**src/pwm_steer_pkg.sv**
```systemverilog
`default_nettype none
package pwm_steer_pkg;
    // byte offsets on the register bus
    localparam logic [7:0] OFF_RESTART = 8'h00;
    localparam logic [7:0] OFF_STEER = 8'h04;
    localparam logic [7:0] OFF_UNIT = 8'h08;
    localparam logic [7:0] OFF_STATUS = 8'h0C;
    localparam logic [7:0] OFF_DIR = 8'h10;
    // field positions
    localparam int STAT_EVENT_BIT = 0;
    localparam int STAT_LEVEL_BIT = 1;
    localparam int STAT_RUN_BIT = 2;
    // reset values
    localparam logic [7:0] RST_RESTART = 8'h00;
    localparam logic [4:0] RST_STEER = 5'h01;
    localparam logic [7:0] RST_UNIT = 8'h00;
    localparam logic [3:0] RST_DIR = 4'hF;
    // mode values that select single output with steering
    localparam logic [1:0] MODE_UPPER_PWM = 2'h3;
    localparam logic [1:0] CFG_SINGLE = 2'h0;
    // oscillator periods per instruction cycle
    localparam int TCY_OSC = 4;
    localparam logic [1:0] TCY_LAST = 2'(TCY_OSC - 1);
    // level driven on a steered pin during shutdown
    localparam logic SHUT_LEVEL = 1'b0;

    typedef struct packed {
        logic auto_restart_enable;
        logic [6:0] deadband_delay_count;
    } restart_deadband_t;

    typedef struct packed {
        logic steer_update_sync;
        logic steer_enable_d;
        logic steer_enable_c;
        logic steer_enable_b;
        logic steer_enable_a;
    } steer_t;

    typedef struct packed {
        logic [1:0] output_config_select;
        logic [1:0] duty_low_bits;
        logic [1:0] unit_mode_upper;
        logic [1:0] output_polarity_select;
    } unit_ctrl_t;
endpackage
`default_nettype wire

```
**src/deadband_delay.sv**
```systemverilog
`default_nettype none
module deadband_delay (
    input wire logic clk_i,
    input wire logic rst_i,
    input wire logic tick_i,
    input wire logic raw_i,
    input wire logic [6:0] count_i,
    output logic out_o
);
    logic [6:0] cnt_reg;

    // delayed rising edge, immediate falling edge
    always_ff @(posedge clk_i) begin
        if (rst_i) begin
            cnt_reg <= 7'h00;
            out_o <= 1'b0;
        end else if (!raw_i) begin
            cnt_reg <= 7'h00;
            out_o <= 1'b0;
        end else if (!out_o) begin
            if (cnt_reg >= count_i) begin
                out_o <= 1'b1;
            end else if (tick_i) begin
                cnt_reg <= cnt_reg + 7'h01;
            end
        end
    end
endmodule // deadband_delay
`default_nettype wire

```
**src/pwm_steering_restart_control.sv**
```systemverilog
// The implementer's own choices: the Wishbone slave port and the address map.
`default_nettype none
module pwm_steering_restart_control (
    input wire logic clk_i,
    input wire logic rst_i,
    // classic wishbone slave
    input wire logic wb_cyc_i,
    input wire logic wb_stb_i,
    input wire logic wb_we_i,
    input wire logic [7:0] wb_adr_i,
    input wire logic [3:0] wb_sel_i,
    input wire logic [31:0] wb_dat_i,
    output logic [31:0] wb_dat_o,
    output logic wb_ack_o,
    // scheduled waveform from the period and duty generator
    input wire logic pwm_raw_i,
    input wire logic period_start_i,
    // shutdown condition level, asynchronous
    input wire logic shutdown_i,
    // port data for pins not steered
    input wire logic [3:0] port_data_i,
    // pins: index 0 is pwm_out_a up to 3 for pwm_out_d
    output logic [3:0] pin_out_o,
    output logic [3:0] pin_oe_n_o
);
    pwm_steer_pkg::restart_deadband_t rd_reg;
    pwm_steer_pkg::steer_t steer_reg;
    pwm_steer_pkg::unit_ctrl_t unit_reg;
    logic [3:0] dir_reg;
    logic [3:0] steer_eff_reg;
    logic pending_reg;
    logic shutdown_event_status;
    logic run_reg;
    logic [1:0] div_reg;
    logic tcy_tick;
    logic sd_meta_reg;
    logic sd_sync_reg;
    logic pwm_delayed;
    logic wb_req;
    logic wb_wr;
    logic steer_active;
    logic [31:0] rd_data;

    // inversion for pin idx: pins a,c use bit 1, pins b,d use bit 0
    function automatic logic pin_invert(input logic [1:0] pol, input int idx);
        pin_invert = (idx % 2 == 0) ? pol[1] : pol[0];
    endfunction

    // write strobe for a given offset, low byte lane only
    function automatic logic wr_hit(input logic wr, input logic [7:0] adr,
                                    input logic [7:0] off);
        wr_hit = wr && (adr == off);
    endfunction

    // bus request decode, one access per ack
    assign wb_req = wb_cyc_i && wb_stb_i && !wb_ack_o;
    assign wb_wr = wb_req && wb_we_i && wb_sel_i[0];

    // steering mode gate
    assign steer_active = (unit_reg.unit_mode_upper == pwm_steer_pkg::MODE_UPPER_PWM)
        && (unit_reg.output_config_select == pwm_steer_pkg::CFG_SINGLE);

    // shutdown level synchroniser
    always_ff @(posedge clk_i) begin
        if (rst_i) begin
            sd_meta_reg <= 1'b0;
            sd_sync_reg <= 1'b0;
        end else begin
            sd_meta_reg <= shutdown_i;
            sd_sync_reg <= sd_meta_reg;
        end
    end

    // instruction cycle enable, one pulse every four clocks
    always_ff @(posedge clk_i) begin
        if (rst_i) begin
            div_reg <= 2'h0;
        end else begin
            div_reg <= div_reg + 2'h1;
        end
    end
    assign tcy_tick = (div_reg == pwm_steer_pkg::TCY_LAST);

    // restart and dead-band control register
    always_ff @(posedge clk_i) begin
        if (rst_i) begin
            rd_reg <= pwm_steer_pkg::RST_RESTART;
        end else if (wr_hit(wb_wr, wb_adr_i, pwm_steer_pkg::OFF_RESTART)) begin
            rd_reg <= wb_dat_i[7:0];
        end
    end

    // unit mode register
    always_ff @(posedge clk_i) begin
        if (rst_i) begin
            unit_reg <= pwm_steer_pkg::RST_UNIT;
        end else if (wr_hit(wb_wr, wb_adr_i, pwm_steer_pkg::OFF_UNIT)) begin
            unit_reg <= wb_dat_i[7:0];
        end
    end

    // pin direction register, 0 selects output
    always_ff @(posedge clk_i) begin
        if (rst_i) begin
            dir_reg <= pwm_steer_pkg::RST_DIR;
        end else if (wr_hit(wb_wr, wb_adr_i, pwm_steer_pkg::OFF_DIR)) begin
            dir_reg <= wb_dat_i[3:0];
        end
    end

    // steering register, only five bits stored
    always_ff @(posedge clk_i) begin
        if (rst_i) begin
            steer_reg <= pwm_steer_pkg::RST_STEER;
        end else if (wr_hit(wb_wr, wb_adr_i, pwm_steer_pkg::OFF_STEER)) begin
            steer_reg <= wb_dat_i[4:0];
        end
    end

    // pending update, raised by a steering write, dropped when applied
    always_ff @(posedge clk_i) begin
        if (rst_i) begin
            pending_reg <= 1'b0;
        end else if (wr_hit(wb_wr, wb_adr_i, pwm_steer_pkg::OFF_STEER)) begin
            pending_reg <= 1'b1;
        end else if (pending_reg && !steer_reg.steer_update_sync && tcy_tick) begin
            pending_reg <= 1'b0;
        end else if (pending_reg && steer_reg.steer_update_sync && period_start_i) begin
            pending_reg <= 1'b0;
        end
    end

    // effective steering enables
    always_ff @(posedge clk_i) begin
        if (rst_i) begin
            steer_eff_reg <= pwm_steer_pkg::RST_STEER[3:0];
        end else if (pending_reg && !steer_reg.steer_update_sync && tcy_tick) begin
            steer_eff_reg <= steer_reg[3:0];
        end else if (pending_reg && steer_reg.steer_update_sync && period_start_i) begin
            steer_eff_reg <= steer_reg[3:0];
        end
    end

    // shutdown event flag: set wins over every clear
    always_ff @(posedge clk_i) begin
        if (rst_i) begin
            shutdown_event_status <= 1'b0;
        end else if (sd_sync_reg) begin
            shutdown_event_status <= 1'b1;
        end else if (wr_hit(wb_wr, wb_adr_i, pwm_steer_pkg::OFF_STATUS)) begin
            shutdown_event_status <= wb_dat_i[pwm_steer_pkg::STAT_EVENT_BIT];
        end else if (rd_reg.auto_restart_enable) begin
            shutdown_event_status <= 1'b0;
        end
    end

    // output run state, resumes only at a period start
    always_ff @(posedge clk_i) begin
        if (rst_i) begin
            run_reg <= 1'b1;
        end else if (shutdown_event_status || sd_sync_reg) begin
            run_reg <= 1'b0;
        end else if (!run_reg && period_start_i) begin
            run_reg <= 1'b1;
        end
    end

    // dead-band delay on the scheduled waveform
    deadband_delay u_deadband (
        .clk_i(clk_i),
        .rst_i(rst_i),
        .tick_i(tcy_tick),
        .raw_i(pwm_raw_i),
        .count_i(rd_reg.deadband_delay_count),
        .out_o(pwm_delayed)
    );

    // pin drivers
    always_ff @(posedge clk_i) begin
        if (rst_i) begin
            pin_out_o <= 4'h0;
            pin_oe_n_o <= 4'hF;
        end else begin
            for (int i = 0; i < 4; i++) begin
                pin_oe_n_o[i] <= dir_reg[i];
                if (steer_active && steer_eff_reg[i]) begin
                    if (!run_reg) begin
                        pin_out_o[i] <= pwm_steer_pkg::SHUT_LEVEL;
                    end else begin
                        pin_out_o[i] <= pwm_delayed
                            ^ pin_invert(unit_reg.output_polarity_select, i);
                    end
                end else begin
                    pin_out_o[i] <= port_data_i[i];
                end
            end
        end
    end

    // read mux, unmapped reads give zero
    always_comb begin
        rd_data = 32'h0000_0000;
        if (wb_adr_i == pwm_steer_pkg::OFF_RESTART) begin
            rd_data[7:0] = rd_reg;
        end else if (wb_adr_i == pwm_steer_pkg::OFF_STEER) begin
            rd_data[4:0] = steer_reg;
        end else if (wb_adr_i == pwm_steer_pkg::OFF_UNIT) begin
            rd_data[7:0] = unit_reg;
        end else if (wb_adr_i == pwm_steer_pkg::OFF_STATUS) begin
            rd_data[pwm_steer_pkg::STAT_EVENT_BIT] = shutdown_event_status;
            rd_data[pwm_steer_pkg::STAT_LEVEL_BIT] = sd_sync_reg;
            rd_data[pwm_steer_pkg::STAT_RUN_BIT] = run_reg;
        end else if (wb_adr_i == pwm_steer_pkg::OFF_DIR) begin
            rd_data[3:0] = dir_reg;
        end
    end

    // bus answer one cycle after the request
    always_ff @(posedge clk_i) begin
        if (rst_i) begin
            wb_ack_o <= 1'b0;
            wb_dat_o <= 32'h0000_0000;
        end else begin
            wb_ack_o <= wb_req;
            if (wb_req && !wb_we_i) begin
                wb_dat_o <= rd_data;
            end
        end
    end
endmodule // pwm_steering_restart_control
`default_nettype wire

```
**config.mk**
```make
export PLATFORM = sky130hd
export DESIGN_NAME = pwm_steering_restart_control
export DESIGN_NICKNAME = d
export VERILOG_FILES = /design/src/pwm_steer_pkg.sv /design/src/deadband_delay.sv /design/src/pwm_steering_restart_control.sv
export SDC_FILE = /design/constraint.sdc
export NUM_CORES = 1
export LEC_CHECK = 0
export BUFFER_PORTS_ARGS = -buffer_cell sky130_fd_sc_hd__buf_4
export CORE_ASPECT_RATIO = 1.4
export CORE_MARGIN = 5
export CORE_UTILIZATION = 50
export DETAILED_ROUTE_END_ITERATION = 12
export GPL_TIMING_DRIVEN = 0
export HOLD_SLACK_MARGIN = 0.15
export PLACE_DENSITY = 0.79
export SYNTH_ARGS = -nofsm -noshare
export SYNTH_HDL_FRONTEND = slang
export SYNTH_SLANG_ARGS = --single-unit
```
**constraint.sdc**
```tcl
create_clock -name clk_i -period 2.2 [get_ports clk_i]
set_input_delay 0.11 -clock clk_i [delete_from_list [all_inputs] [get_ports clk_i]]
set_output_delay 0.11 -clock clk_i [all_outputs]
set_load 0.01 [all_outputs]
```
**Word level (Yosys, flattened, before mapping)**

Index checks and enable logic that the tools add are counted.

- Bits in registers: 61
- Input bits: 56
- Output and inout bits: 41
- Logic and storage cells: 98

- Multiplexer cells: 26
- Reduce and logical (&&, ||, !) cells: 33
- Add/sub/neg operators: 2
- Bitwise gates (word level): 5
- Order comparisons: 1
- Eq/ne operators: 6

Operators with widths:

| operator | count |
|---|---|
| 1-bit logical AND | 20 |
| 4-bit 2-to-1 mux | 5 |
| 1-bit 2-to-1 mux | 17 |
| 8-bit by 4-bit equality test with 1-bit output (second input constant) | 2 |
| 8-bit by 3-bit equality test with 1-bit output (second input constant) | 1 |
| 8-bit by 5-bit equality test with 1-bit output (second input constant) | 1 |
| 8-bit zero test | 1 |
| 8-bit 2-to-1 mux | 1 |
| 7-bit by 1-bit adder with 7-bit output (second input constant) | 1 |
| 7-bit >= comparator | 1 |
| 3-bit 2-to-1 mux | 2 |
| 3-bit nonzero test | 2 |
| 5-bit 2-to-1 mux | 1 |
| 2-bit equality test (second input constant) | 2 |
| 1-bit zero test | 4 |
| 2-bit nonzero test | 2 |
| 1-bit NOT | 3 |
| 3-bit AND reduction | 1 |
| 2-bit by 1-bit adder with 2-bit output (second input constant) | 1 |
| 2-bit zero test | 1 |
| 2-bit OR reduction | 1 |
| 1-bit bitwise XOR | 2 |
| 1-bit logical OR | 1 |

**Longest topological paths before layout**

- Depth in word-level cells: 7
- Depth in mapped cells: 7
- Gate-level depth less buffers: 7

**Cells and area by module**

From an unflattened synthesis, not the netlist that was laid out.

- Cells, all modules: 349
- Area, all modules: 3114.2 um2

Modules (own cells, without submodules):

| module | area each (um2) | cells an instance | instances | sequential area each (um2) |
|---|---|---|---|---|
| pwm_steering_restart_control | 2536.2 | 284 | 1 | 1061.0 |
| deadband_delay | 578.1 | 65 | 1 | 160.2 |

**Worst setup path before layout**

No wires, ideal clock.

- Path kind: register -> register
- Start: reg rd_reg[6] (netlist name)
- End: reg u_deadband.cnt_reg[6]
- Data arrival time: 1687 ps
- Data required time: 2079 ps
- Stages on the path, launching flop included: 8
- Setup time: 121 ps
- Setup slack: 392 ps
- Path buffers: 0
- Clock period less this slack: 1808 ps
- Cell sequence: dfxtp_1 > inv_1 > ha_1 > a211oi_1 > o211ai_1 > a2111oi_2 > xnor2_1 > nor2_1

- Cells in the longest elaborated chain, start to end: 3

RTL lines:

| what | line | RTL |
|---|---|---|
| start, declared | pwm_steering_restart_control.sv:26 | `pwm_steer_pkg::restart_deadband_t rd_reg;` |
| start signal, assigned | pwm_steering_restart_control.sv:87 | `rd_reg <= pwm_steer_pkg::RST_RESTART;` |
| start signal, assigned | pwm_steering_restart_control.sv:89 | `rd_reg <= wb_dat_i[7:0];` |
| 7-bit >= comparator | deadband_delay.sv:21 | `if (cnt_reg >= count_i) begin` |
| 1-bit NOT (no source line) | -- |  |
| 3-bit AND reduction (no source line) | -- |  |
| end signal, assigned | deadband_delay.sv:24 | `cnt_reg <= cnt_reg + 7'h01;` |
| end, declared | deadband_delay.sv:10 | `logic [6:0] cnt_reg;` |

Every way passes these cells.
A chain may end at the register's enable or synchronous reset.

**Worst setup path in the final report**

Ends and elaborated chain as after synthesis.

==> results.yml <==
power:
  leakagePower_nw: 1.72
  combPwrFrac_pct: 8.7
  sw_frac_of_total_pct: 23.0
  power_report.internal_total_mw: 1.99
  ir_drop_v: 0.000356
  p_per_area_nw_per_um2: 669
  switchingPower_mw: 0.592
  clock_power_share_pct: 47.7
  p_seq_share_pct: 43.6
clocking:
  clk_pin_slew_ns: 0.07
  clock-sinks: 61
  clock-root-buffer: "clkbuf_8"
  post_cts_buffers: 0
  cts_buffers: 9
  clockBufferDepth: 2
  cts_tree: "done"
  htreeDepth: 3
  insertion_delay_ns: 0.34
die:
  io-pin-count: 97
  rows: 33
  start_util_pct: 50.9
  coreArea_um2: 5780
  fp.dieW_um: 74.8
  chipHeight_um: 101
  die_area_um2: 7540
logic_synthesis:
  yosys_most_used_dff: "dfxtp_1"
  synth_edf_count: 0
  ys_seq_area_share_pct: 41.5
  ys_warn_count: 0
  syn_avg_cell_area_um2: 8.66
  async_flop_share_pct: 0
  syn_area_um2: 2940
  ys_seq_elements: 61
  synthCells: 340
  ys_types: 48
sta:
  finalCritPeriodShare_pct: 89.0
  maxSlewViolCount: 0
  fmax_mhz: 511
  tns_ns: 0
  rsz0062_at_grt: "no"
  finalCriticalPeriod_ns: 1.96
  hold_viol_final: 0
  fin_worst_skew_ns: 0.00804
  relSlewSlack_pct: 63.5
  setup_viol: 0
  worstMarginPinSlew_ns: 0.545
worst_setup_path:
  cp.required_ns: 2.43
  start_kind: "register"
  slowest_stage: "a2111oi_2"
  cp.buffers_inverters: 1
  crit_family: "compound AO/OA/AOI/OAI gates"
  timing.setup.critical_path_class: "register to register"
  slowest_delay_ns: 0.35
  worstSetupEndpointType: "register"
  crit_path_max_fanout: 5
  crit_arrival_ns: 2.19
  crit_chain: "inv_1 > ha_1 > a211oi_1 > o211ai_1 > a2111oi_2 > xnor2_1 > nor2_1"
detailed_routing:
  drcViolationCount: 0
  vias: 2588
  detail_route.wl_per_cell_um: 14.8
  detail-route-antenna-nets: 0
  via_per_inst: 5.09
  wl_mm: 7.52
  dr.pass1.iters: 4
  drt_iter0_drc: 185
grt:
  top_usage_layer: "met2"
  antenna_found_initial: 0
  met3_usage_pct: 4.19
  grt_use_met1_pct: 23.7
  grt_pass1_vias: 2638
  grt_use_met2_pct: 37.8
  grt_max_degree: 13
  grt_overflow_total: 0
  grt_pass1_wl_mm: 12.3
  grt_util_all_layers_pct: 21.4
final_layout:
  insertedDiodeCount: 0
  layout-area-overhead-vs-synth_pct: 31.0
  fin_nets: 498
  utilization_pct: 66.7
  layout_common_cells: "66 x buf_4, 61 x dfxtp_1, 53 x nand2_1, 30 x nor2_1, 27 x mux2i_1"
  drive_gt1_share_pct: 23.1
  final_common_cell: "buf_4"
place:
  port_buffers: 41
  place.gp.congestion: 0.879
  hpwlAfterDp_mm: 5.59
hold_path:
  hp-class: "input port to register"
flow_run:
  drv_cap: 0
outcome:
  outcome: "finished clean"
timing repair:
action,CTS,global route
hold endpoints to repair,36,0
hold buffers,18,0
resized for setup,0,1
setup endpoints to repair,0,1
metrics by stage:
step / setup slack [ns] / area (µm²) / hold slack [ns] / power (mW) / instances
2_1_floorplan: 0.392 / 3030 / 0.235 / 1.27 / 363
3_3_place_gp: 0.204 / 3420 / 0.333 / 1.34 / 474
4_1_cts: 0.142 / 3850 / 0.165 / 2.59 / 508
6_report: 0.241 / 3850 / 0.166 / 2.58 / 508
3_5_place_dp: 0.154 / 3420 / 0.329 / 1.34 / 474
5_1_grt: 0.0937 / 3850 / 0.190 / 2.66 / 508
worst register-to-register path: stages, from the launching register on:
cell       delay (ns)
dfxtp_1          0.34
inv_1            0.06
ha_1             0.31
a211oi_1         0.30
o211ai_1         0.27
a2111oi_2        0.35
xnor2_1          0.17
nor2_1           0.05
cell type report:
type	instances	area, µm²
flip-flops and latches	61	1220
inverters	11	41.3
clock buffers	9	124
clock inverters	7	123
multi-input cells	251	1510
plain buffers	40	256
well taps	70	87.6
fillers	496	1930
repair buffers	59	488
per-layer routing:
layer | routed length, µm | part of all wire, % | vias to the layer above
li1 | - | - | 1306
met1 | 2870 | 38 | 1189
met2 | 4020 | 53 | 72
met3 | 401 | 5.3 | 21
met4 | 227 | 3.0 | 0
met5 | 0 | 0 | -
Yosys cell counts, drive strengths merged (3+ instances only):
cell type  instances  area share (%)
a21oi             23             3.9
o21ai             11             1.9
dfxtp             61              41
a31oi              3            0.64
xnor2              5             1.5
nand2b             3            0.64
nor2b              5             1.1
inv               10             1.3
nand2             53             6.8
a22oi              3            0.77
and2               3            0.64
and3               3            0.68
clkbuf            10             1.3
mux2i             27             9.2
a32oi              3            0.89
a211oi             5             1.3
nor3               5             1.2
ha                 9             3.8
or2                5             1.1
buf               30             7.4
nand3             10             1.7
nor2              30             3.8
power by group through the flow:
stage                     combinational [mW]  sequential (mW)  clock, mW
after CTS                              0.221             1.12       1.25
after global routing                   0.246             1.13       1.29
final                                  0.225             1.12       1.23
after detailed placement               0.195             1.15          0
after global placement                 0.192             1.15          0
after floorplan                        0.119             1.15          0
cells by family (layout without fill, tap and decap cells):
group	after synthesis	count (layout)	synth area share, %
compound gates	55	55	11.5
xor+xnor	7	7	2.08
fa+ha+maj	9	9	3.83
buf+inv	51	126	10.1
flops	61	61	41.5
mux	29	29	9.95
other cells	1	24	0.127
simple gates	127	127	20.9
path summary, 6_finish.rpt:
| check | start | endpoint | slack [ns] | cells past startpoint |
|---|---|---|---|---|
| min | rst_i | sd_sync_reg$_SDFF_PP0_ | 0.17 | 2 |
| min reg2reg | div_reg[0]$_SDFF_PP0_ | div_reg[0]$_SDFF_PP0_ | 0.42 | 1 |
| max | rd_reg[6]$_SDFFE_PP0P_ | u_deadband.cnt_reg[6]$_SDFFE_PP0P_ | 0.24 | 7 |
| max reg2reg | rd_reg[6]$_SDFFE_PP0P_ | u_deadband.cnt_reg[6]$_SDFFE_PP0P_ | 0.24 | 7 |
Power figures use the tool's default switching activity.
